**config.mk**
```make
export PLATFORM = sky130hd
export DESIGN_NAME = watchdog_timer
export DESIGN_NICKNAME = d
export VERILOG_FILES = /design/src/hw/watchdog_pkg.sv /design/src/hw/guard_prescaler.sv /design/src/hw/guard_reset_stretch.sv /design/src/hw/watchdog_timer.sv
export SDC_FILE = /design/constraint.sdc
export NUM_CORES = 1
export LEC_CHECK = 0
export ABC_AREA = 1
export BUFFER_PORTS_ARGS = -buffer_cell sky130_fd_sc_hd__buf_2
export CAP_MARGIN = 20
export CORE_MARGIN = 2
export CORE_UTILIZATION = 35
export CTS_BUF_LIST = sky130_fd_sc_hd__clkbuf_8
export DETAILED_ROUTE_END_ITERATION = 6
export SKIP_LAST_GASP = 1
export SLEW_MARGIN = 20
export SYNTH_ARGS = -nofsm -noshare
export SYNTH_HDL_FRONTEND = slang
export SYNTH_SLANG_ARGS = --single-unit
```
**constraint.sdc**
```tcl
create_clock -name clk -period 2 [get_ports clk]
set_input_delay 0 -clock clk [delete_from_list [all_inputs] [get_ports clk]]
set_output_delay 0 -clock clk [all_outputs]
set_load 0.05 [all_outputs]
```
**src/hw/watchdog_pkg.sv**
```systemverilog
// Purpose: shared constants and types of the watchdog timer
// Assumes: 40 MHz system clock that is also the high-frequency clock
// Notes:   register indexes count words, so byte address = 4 * index
`default_nettype none

package watchdog_pkg;

   ////////////////////////////////////////////////////////////////////////////
   // register map
   localparam int              ADR_W         = 10;
   localparam logic [7:0]      CONFIG_INDEX  = 8'h34;
   localparam logic [7:0]      COMMAND_INDEX = 8'h35;
   localparam logic [7:0]      STATUS_INDEX  = 8'h36;
   localparam logic [ADR_W-1:0] CONFIG_ADDR  = {CONFIG_INDEX, 2'b00};
   localparam logic [ADR_W-1:0] COMMAND_ADDR = {COMMAND_INDEX, 2'b00};
   localparam logic [ADR_W-1:0] STATUS_ADDR  = {STATUS_INDEX, 2'b00};

   // command codes
   localparam logic [7:0]      CMD_CLEAR     = 8'h4E;
   localparam logic [7:0]      CMD_DISABLE   = 8'hB1;

   // config field positions and reset value (enable, time 00, reset request)
   localparam int              ENABLE_POS    = 3;
   localparam int              TIME_LSB      = 1;
   localparam int              ACTION_POS    = 0;
   localparam logic [3:0]      CONFIG_RESET  = 4'h9;

   ////////////////////////////////////////////////////////////////////////////
   // timing
   localparam int              CLK_PERIOD_NS = 25;
   localparam int              RESET_MAX_NS  = 600;
   // longest time rounds down
   localparam int              RESET_CYCLES  = RESET_MAX_NS / CLK_PERIOD_NS;
   // detection time exponent for code 00; binary counter spans two bits
   localparam int              DETECT_EXP0   = 25;
   localparam int              BIN_STAGES    = 2;

   ////////////////////////////////////////////////////////////////////////////
   // types
   typedef struct packed {
      logic       guard_enable_bit;
      logic [1:0] detection_time_sel;
      logic       overflow_action_sel;
   } config_type;

   typedef struct packed {
      logic       nmi_pending;
      logic [1:0] bin_count;
      logic       guard_enable_bit;
      logic [1:0] detection_time_sel;
      logic       overflow_action_sel;
      logic       running;
   } status_type;

   // gray codes along run -> frozen -> off
   typedef enum logic [1:0] {
      GUARD_RUN    = 2'b00,
      GUARD_FROZEN = 2'b01,
      GUARD_OFF    = 2'b11
   } guard_state_type;

   // exponent of the divider tick period: detection exponent less the stages
   function automatic logic [4:0] tick_exp(input logic [1:0] code, input logic dv1, input int exp0);
      tick_exp = 5'(exp0 - BIN_STAGES - 2 * int'(code) + int'(dv1));
   endfunction

   // full word address match
   function automatic logic addr_hit(input logic [ADR_W-1:0] adr, input logic [ADR_W-1:0] target);
      addr_hit = (adr == target);
   endfunction

endpackage

`default_nettype wire

```
**src/hw/guard_prescaler.sv**
```systemverilog
// Purpose: free-running internal divider feeding the binary counter
// Assumes: tap_exp below DIV_W
// Notes:   never cleared by software, which is why overflow may come early
`default_nettype none

module guard_prescaler #(
   parameter int DIV_W = 25
) (
   input  wire logic       clk,
   input  wire logic       resetn,
   input  wire logic       count_en,
   input  wire logic [4:0] tap_exp,
   output logic            tick
);

   logic [DIV_W-1:0] div_reg;
   logic [DIV_W-1:0] tap_mask;

   ////////////////////////////////////////////////////////////////////////////
   // tick once every 2^tap_exp enabled cycles
   assign tap_mask = (DIV_W'(1) << tap_exp) - DIV_W'(1);
   assign tick     = count_en && ((div_reg & tap_mask) == tap_mask);

   // divider holds while frozen
   always_ff @(posedge clk) begin
      if (!resetn) begin
         div_reg <= '0;
      end else if (count_en) begin
         div_reg <= div_reg + DIV_W'(1);
      end
   end

endmodule

`default_nettype wire

```
**src/hw/guard_reset_stretch.sv**
```systemverilog
// Purpose: stretches an overflow pulse into the internal reset request
// Assumes: trigger is a one-cycle pulse on clk
// Notes:   length is exactly CYCLES clocks, a retrigger restarts it
`default_nettype none

module guard_reset_stretch #(
   parameter int CYCLES = 24
) (
   input  wire logic clk,
   input  wire logic resetn,
   input  wire logic trigger,
   output logic      active
);

   localparam int CW = $clog2(CYCLES + 1);

   logic [CW-1:0] cnt_reg;
   logic [CW-1:0] cnt_next;
   logic          active_reg;

   ////////////////////////////////////////////////////////////////////////////
   // down counter, loaded on trigger
   always_comb begin
      if (trigger) begin
         cnt_next = CW'(CYCLES);
      end else if (cnt_reg != '0) begin
         cnt_next = cnt_reg - CW'(1);
      end else begin
         cnt_next = '0;
      end
   end

   always_ff @(posedge clk) begin
      if (!resetn) begin
         cnt_reg    <= '0;
         active_reg <= 1'b0;
      end else begin
         cnt_reg    <= cnt_next;
         active_reg <= (cnt_next != '0);
      end
   end

   assign active = active_reg;

endmodule

`default_nettype wire

```
**src/hw/watchdog_timer.sv**
```systemverilog
// Purpose: watchdog timer with divider, two-stage binary counter and
//          reset or non-maskable interrupt action on overflow
// Assumes: clk is the high-frequency clock; stop_mode (with warm-up),
//          idle_mode, clock_divider_sel and nmi_ack come from logic on clk
// Notes:   both documented registers are write only and read as zero;
//          a status word is provided for observation
//
// Operation
// - out of reset: enabled, time 00, reset action
// - overflow with action 1 requests internal reset
// - overflow with action 0 raises watchdog interrupt
// - counting freezes in stop and idle modes
// - clear code 4EH clears binary counter only
// - time code picks 2^25/23/21/19, doubled by divider
// - action select to interrupt is one-way until reset
// - both registers write only, never read-modify-write
// - command 4EH clears, B1H disables, others ignored
// - disable accepted only while enable bit is 0
// - binary counter held cleared while disabled
// - watchdog interrupt ignores the interrupt master flag
// - each new overflow interrupt is raised at once
// - overflow reset lasts at most 24 clock periods
`default_nettype none

module watchdog_timer #(
   parameter int DETECT_EXP0 = watchdog_pkg::DETECT_EXP0
) (
   input  wire logic                           clk,
   input  wire logic                           resetn,
   input  wire logic                           wb_cyc_i,
   input  wire logic                           wb_stb_i,
   input  wire logic                           wb_we_i,
   input  wire logic [3:0]                     wb_sel_i,
   input  wire logic [watchdog_pkg::ADR_W-1:0] wb_adr_i,
   input  wire logic [31:0]                    wb_dat_i,
   output logic                                wb_ack_o,
   output logic      [31:0]                    wb_dat_o,
   input  wire logic                           stop_mode,
   input  wire logic                           idle_mode,
   input  wire logic                           clock_divider_sel,
   input  wire logic                           nmi_ack,
   output logic                                reset_request,
   output logic                                guard_overflow_irq,
   output logic                                nmi_pending
);

   import watchdog_pkg::*;

   ////////////////////////////////////////////////////////////////////////////
   // declarations

   // bus side
   logic            access;
   logic            ack_reg;
   logic            ack_next;
   logic            wr_take;
   logic [7:0]      wr_byte;
   logic [31:0]     rdata_reg;
   logic [31:0]     rdata_next;

   // decoded writes and commands
   logic            config_wr;
   logic            command_wr;
   logic            clear_cmd;
   logic            disable_cmd;

   // configuration and control state
   config_type      config_reg;
   config_type      config_next;
   guard_state_type state_reg;
   guard_state_type state_next;

   // counting chain
   logic            freeze;
   logic            div_tick;
   logic [4:0]      tap_exp;
   logic            advance;
   logic [1:0]      bin_reg;
   logic [1:0]      bin_next;
   logic            overflow;
   logic            ovf_reset;
   logic            ovf_irq;

   // interrupt outputs
   logic            irq_pulse_reg;
   logic            nmi_pending_reg;

   // observation
   status_type      status;

   ////////////////////////////////////////////////////////////////////////////
   // wishbone slave

   // one wait state: ack rises the cycle after the request, falls after one
   assign access   = wb_cyc_i & wb_stb_i;
   assign ack_next = access & ~ack_reg;

   always_ff @(posedge clk) begin
      if (!resetn) begin
         ack_reg <= 1'b0;
      end else begin
         ack_reg <= ack_next;
      end
   end

   // a write lands on the edge where the master sees ack
   assign wr_take    = access & wb_we_i & ack_reg & wb_sel_i[0];
   assign wr_byte    = wb_dat_i[7:0];
   assign config_wr  = wr_take & addr_hit(wb_adr_i, CONFIG_ADDR);
   assign command_wr = wr_take & addr_hit(wb_adr_i, COMMAND_ADDR);

   // command decode; any other code falls through with no effect
   assign clear_cmd   = command_wr & (wr_byte == CMD_CLEAR);
   assign disable_cmd = command_wr & (wr_byte == CMD_DISABLE)
                        & ~config_reg.guard_enable_bit;

   // read data: both control registers are write only and read as zero,
   // which keeps a read-modify-write from ever seeing meaningful bits
   always_comb begin
      rdata_next = 32'h00000000;
      if (addr_hit(wb_adr_i, STATUS_ADDR)) begin
         rdata_next = {24'h000000, status};
      end
   end

   always_ff @(posedge clk) begin
      if (!resetn) begin
         rdata_reg <= 32'h00000000;
      end else if (ack_next && !wb_we_i) begin
         rdata_reg <= rdata_next;
      end
   end

   assign wb_ack_o = ack_reg;
   assign wb_dat_o = rdata_reg;

   ////////////////////////////////////////////////////////////////////////////
   // configuration register

   // the action select only ever falls; a later 1 is simply dropped
   always_comb begin
      config_next = config_reg;
      if (config_wr) begin
         config_next.guard_enable_bit    = wr_byte[ENABLE_POS];
         config_next.detection_time_sel  = wr_byte[TIME_LSB +: 2];
         config_next.overflow_action_sel = wr_byte[ACTION_POS]
                                           & config_reg.overflow_action_sel;
      end
   end

   always_ff @(posedge clk) begin
      if (!resetn) begin
         config_reg <= config_type'(CONFIG_RESET);
      end else begin
         config_reg <= config_next;
      end
   end

   ////////////////////////////////////////////////////////////////////////////
   // run control

   // stop mode input is expected to cover the oscillator warm-up too
   assign freeze = stop_mode | idle_mode;

   // off only through the disable code; writing the enable bit restarts
   always_comb begin
      case (state_reg)
         GUARD_RUN: begin
            if (disable_cmd) begin
               state_next = GUARD_OFF;
            end else if (freeze) begin
               state_next = GUARD_FROZEN;
            end else begin
               state_next = GUARD_RUN;
            end
         end
         GUARD_FROZEN: begin
            if (disable_cmd) begin
               state_next = GUARD_OFF;
            end else if (!freeze) begin
               state_next = GUARD_RUN;
            end else begin
               state_next = GUARD_FROZEN;
            end
         end
         GUARD_OFF: begin
            if (config_wr && wr_byte[ENABLE_POS]) begin
               state_next = GUARD_RUN;
            end else begin
               state_next = GUARD_OFF;
            end
         end
         default: begin
            state_next = GUARD_RUN;
         end
      endcase
   end

   always_ff @(posedge clk) begin
      if (!resetn) begin
         state_reg <= GUARD_RUN;
      end else begin
         state_reg <= state_next;
      end
   end

   ////////////////////////////////////////////////////////////////////////////
   // divider and binary counter

   // four divider ticks make one detection period
   assign tap_exp = tick_exp(config_reg.detection_time_sel, clock_divider_sel, DETECT_EXP0);

   // freeze acts combinationally so not a single count slips into stop mode
   guard_prescaler #(
      .DIV_W    (DETECT_EXP0)
   ) u_prescaler (
      .clk      (clk),
      .resetn   (resetn),
      .count_en (~freeze),
      .tap_exp  (tap_exp),
      .tick     (div_tick)
   );

   assign advance = div_tick & (state_reg != GUARD_OFF);

   // a clear or disable beats a coincident tick; the divider is untouched,
   // so the first overflow after a clear can come at three quarters time
   always_comb begin
      if (state_reg == GUARD_OFF || disable_cmd) begin
         bin_next = 2'b00;
      end else if (clear_cmd) begin
         bin_next = 2'b00;
      end else if (advance) begin
         bin_next = bin_reg + 2'b01;
      end else begin
         bin_next = bin_reg;
      end
   end

   always_ff @(posedge clk) begin
      if (!resetn) begin
         bin_reg <= 2'b00;
      end else begin
         bin_reg <= bin_next;
      end
   end

   // overflow when the top stage carries out
   assign overflow = advance & (bin_reg == 2'b11) & ~clear_cmd & ~disable_cmd;

   // routed by the select as it stands at the overflow
   assign ovf_reset = overflow & config_reg.overflow_action_sel;
   assign ovf_irq   = overflow & ~config_reg.overflow_action_sel;

   ////////////////////////////////////////////////////////////////////////////
   // reset request

   guard_reset_stretch #(
      .CYCLES  (RESET_CYCLES)
   ) u_reset_stretch (
      .clk     (clk),
      .resetn  (resetn),
      .trigger (ovf_reset),
      .active  (reset_request)
   );

   ////////////////////////////////////////////////////////////////////////////
   // non-maskable interrupt

   // no master-flag gate: every overflow fires a fresh pulse even while an
   // earlier one is still being serviced, so nesting depth is software's worry
   always_ff @(posedge clk) begin
      if (!resetn) begin
         irq_pulse_reg <= 1'b0;
      end else begin
         irq_pulse_reg <= ovf_irq;
      end
   end

   // pending level: set wins over a coincident acknowledge
   always_ff @(posedge clk) begin
      if (!resetn) begin
         nmi_pending_reg <= 1'b0;
      end else if (ovf_irq) begin
         nmi_pending_reg <= 1'b1;
      end else if (nmi_ack) begin
         nmi_pending_reg <= 1'b0;
      end
   end

   assign guard_overflow_irq = irq_pulse_reg;
   assign nmi_pending        = nmi_pending_reg;

   ////////////////////////////////////////////////////////////////////////////
   // status word

   always_comb begin
      status.nmi_pending         = nmi_pending_reg;
      status.bin_count           = bin_reg;
      status.guard_enable_bit    = config_reg.guard_enable_bit;
      status.detection_time_sel  = config_reg.detection_time_sel;
      status.overflow_action_sel = config_reg.overflow_action_sel;
      status.running             = (state_reg != GUARD_OFF);
   end

endmodule

`default_nettype wire

```
==> flow_summary.toml <==
[power_and_ir_drop]
ir_worst_vdd_mv = 0.477
power.leakage_nw = 1.44
cellPowerDensity_nw_per_um2 = 761

[synthesis]
synthTopCellsByArea = "dfxtp_1, nand2_1, inv_1"
synth.distinct_cells = 34
seq_area_frac_synth_pct = 37.1
async_flop_share_pct = 0
synth_flop_cell = "dfxtp_1"
synth_top_area_share_pct = 37.1
syn_area_um2 = 2700
avgSynthCellArea_um2 = 7.25
yosys_warnings = 0
synth_cells = 372
synth_edf_count = 0
yosysMostFrequentCell = "nand2_1"
synth_seq_cells = 50
yosys.area.top_type = "dfxtp_1"
ys_top_cells_by_count = "nand2_1, dfxtp_1, inv_1, nor2_1, a21oi_1"

[floorplan]
row_count = 32
io_pins = 91
die_h_um = 91.8
dieWidth_um = 91.8
die_area_um2 = 8420
initial_core_util_pct = 35.4
coreArea_um2 = 7610

[global_route]
antenna_found_initial = 0
grt_pass1_wl_um = 8920
overflow = 0
grtUsageTotal_pct = 13.0
grt_pass1_vias = 2152
grt_max_degree = 27

[timing]
tightest_slew_ns = 0.534
finClkSkew_ns = 0.00568
max-slew-margin-rel_pct = 64.3
rsz0062_at_grt = "no"
setup_tns_ns = 0
fmax_ghz = 0.556
period_needed_ns = 1.80
fin_crit_sh_pct = 90.0
whs_ns = 0.0477
setup_viol = 0
final_max_slew_viol_count = 0
hold_violations = 0

[place]
place.gp.congestion = 0.797
dpl.hpwl_um = 4050
port_buffers = 39
placed_area_um2 = 2940

[finish]
fillers = 788
largest_register_ffs = 25
num-nets-final = 483
drive_above_1_share_pct = 20.5
n_antenna_cell = 0
design_area_um2 = 3150
area_growth_pct = 16.7

[route]
ant_nets = 0
drc = 0
drt_iter0_drc = 46
viasPerCell = 4.42
routed_wl_um = 5230
wl_per_cell_um = 9.92
dr.pass1.iters = 4
vias = 2329

[worst_setup_path]
cp-start-kind = "register"
worstPathArrival_ns = 2.04
crit_path_frequent_cell = "nor2_1"
path_class = "reg -> reg"
slowest_delay_ns = 0.35
crit_slowest_cell = "dfxtp_2"
critical_path.top_delay_family = "simple AND/OR/NAND/NOR gates"
crit_chain = "nand2_2, nor2_1, inv_1, ha_1, nor2_1, a21oi_1, nand2_1, nor2_1, nand3_1, nor2_4, buf_4, nor2_1, nor3b_2"
crit_required_ns = 2.24
endpoint_kind = "register"
crit_path_max_fanout = 4
crit_buf_inv = 2

[outcome]
outcome = "finished, final reports clean"

[flow_run]
max-cap-violations = 0

[clock_network]
htreeDepth = 2
clk_path_buf_depth = 2
clockRootBuffer = "clkbuf_8"
clock_sinks = 50
cts_tree = "built"
cts_buffers = 5
worstSkewPairLatency_ns = 0.31
clkTransAtPathRegs_ns = 0.10

[min_path]
hold_path_class = "in -> reg"
==> cell usage in the layout, fill, tap and decap left out, types with 2 or more instances in the layout <==
master	synthesis	final
o21a_1	3	3
nand4_2	2	2
o21ai_0	20	20
inv_1	49	49
dfxtp_1	50	48
buf_4	24	6
a21oi_1	25	25
dlygate4sd3_1	0	7
nor3_1	12	12
nor3_2	6	6
nor2_4	4	4
buf_2	2	39
nand2_1	61	59
nand2_2	3	5
and3_1	2	2
nor2_2	2	2
nand3_2	3	2
dfxtp_2	0	2
nand3_1	17	17
conb_1	2	25
nor3_4	2	2
xor2_1	7	7
nor2_1	42	42
ha_1	4	4
clkbuf_8	0	5
inv_2	6	6
nand4_1	8	8
nand3b_1	4	4
a211oi_1	2	2
==> through the flow <==
step,setup WS [ns],total power [mW],utilization [%],std cells
floorplan,0.293,1.60,-,395
global placement,0.206,1.66,38.6,511
detailed placement,0.192,1.68,38.6,511
CTS,0.164,2.42,41.1,526
global route,0.00642,2.53,41.4,527
finish,0.200,2.39,41.4,527
==> report_power, final <==
group / total, mW / switching [mW] / internal, mW
registers: 1.10 / 0.0353 / 1.06
logic: 0.566 / 0.385 / 0.182
clock network: 0.732 / 0.353 / 0.379
total: 2.39 / 0.773 / 1.62
==> kinds of logic (layout without fill, tap and decap cells) <==
group	count (synthesis)	count (layout)	share of synthesized area [%]
AOI/OAI and AO/OA	52	52	10.3
xor gates and xnor gates	8	8	2.60
adders and majority gates	4	4	1.86
buffers and inverters	85	115	15.3
DFF	50	50	37.1
other	2	25	0.279
and+or+nand+nor	171	171	32.6
==> cell type report <==
type / instances / area, µm² / area share [%]
Multi-Input combinational cell: 260 / 1380 / 43.9
Sequential cell: 50 / 1000 / 31.9
Timing Repair Buffer: 52 / 310 / 9.86
Inverter: 55 / 206 / 6.56
Tap cell: 102 / 128 / 4.06
Clock buffer: 5 / 68.8 / 2.19
Clock inverter: 3 / 47.5 / 1.51
==> routing by layer <==
layer	vias up	global-route usage [%]	routed length, µm
met4	0	4.85	68
met3	6	2.71	190
met1	1033	15.4	2470
li1	1250	-	-
met5	-	0	0
met2	40	23.0	2500
==> final timing paths <==
path / from / to / slack [ns] / cells past startpoint
worst max-delay path: config_reg[2]$_SDFFE_PN0P_ / bin_reg[0]$_SDFFE_PP0N_ / 0.20 / 13
worst min-delay path: stop_mode / u_prescaler.div_reg[0]$_SDFFE_PN0P_ / 0.05 / 3
worst max register to register: config_reg[2]$_SDFFE_PN0P_ / bin_reg[0]$_SDFFE_PP0N_ / 0.20 / 13
worst min register to register: wb_ack_o$_SDFF_PN0_ / wb_ack_o$_SDFF_PN0_ / 0.48 / 1
==> repair_timing <==
action / CTS / global route
buffers inserted: 0 / 1
setup endpoints to repair: 0 / 4
resized for setup: 0 / 5
hold buffers: 7 / 0
endpoints found under the hold margin: 6 / 0
==> tightest hold or removal path, stage by stage <==
cell    delay, ns
buf_2        0.10
nor2_4       0.06
o21a_1       0.16
No activity file was read; power rests on OpenSTA's default activity.
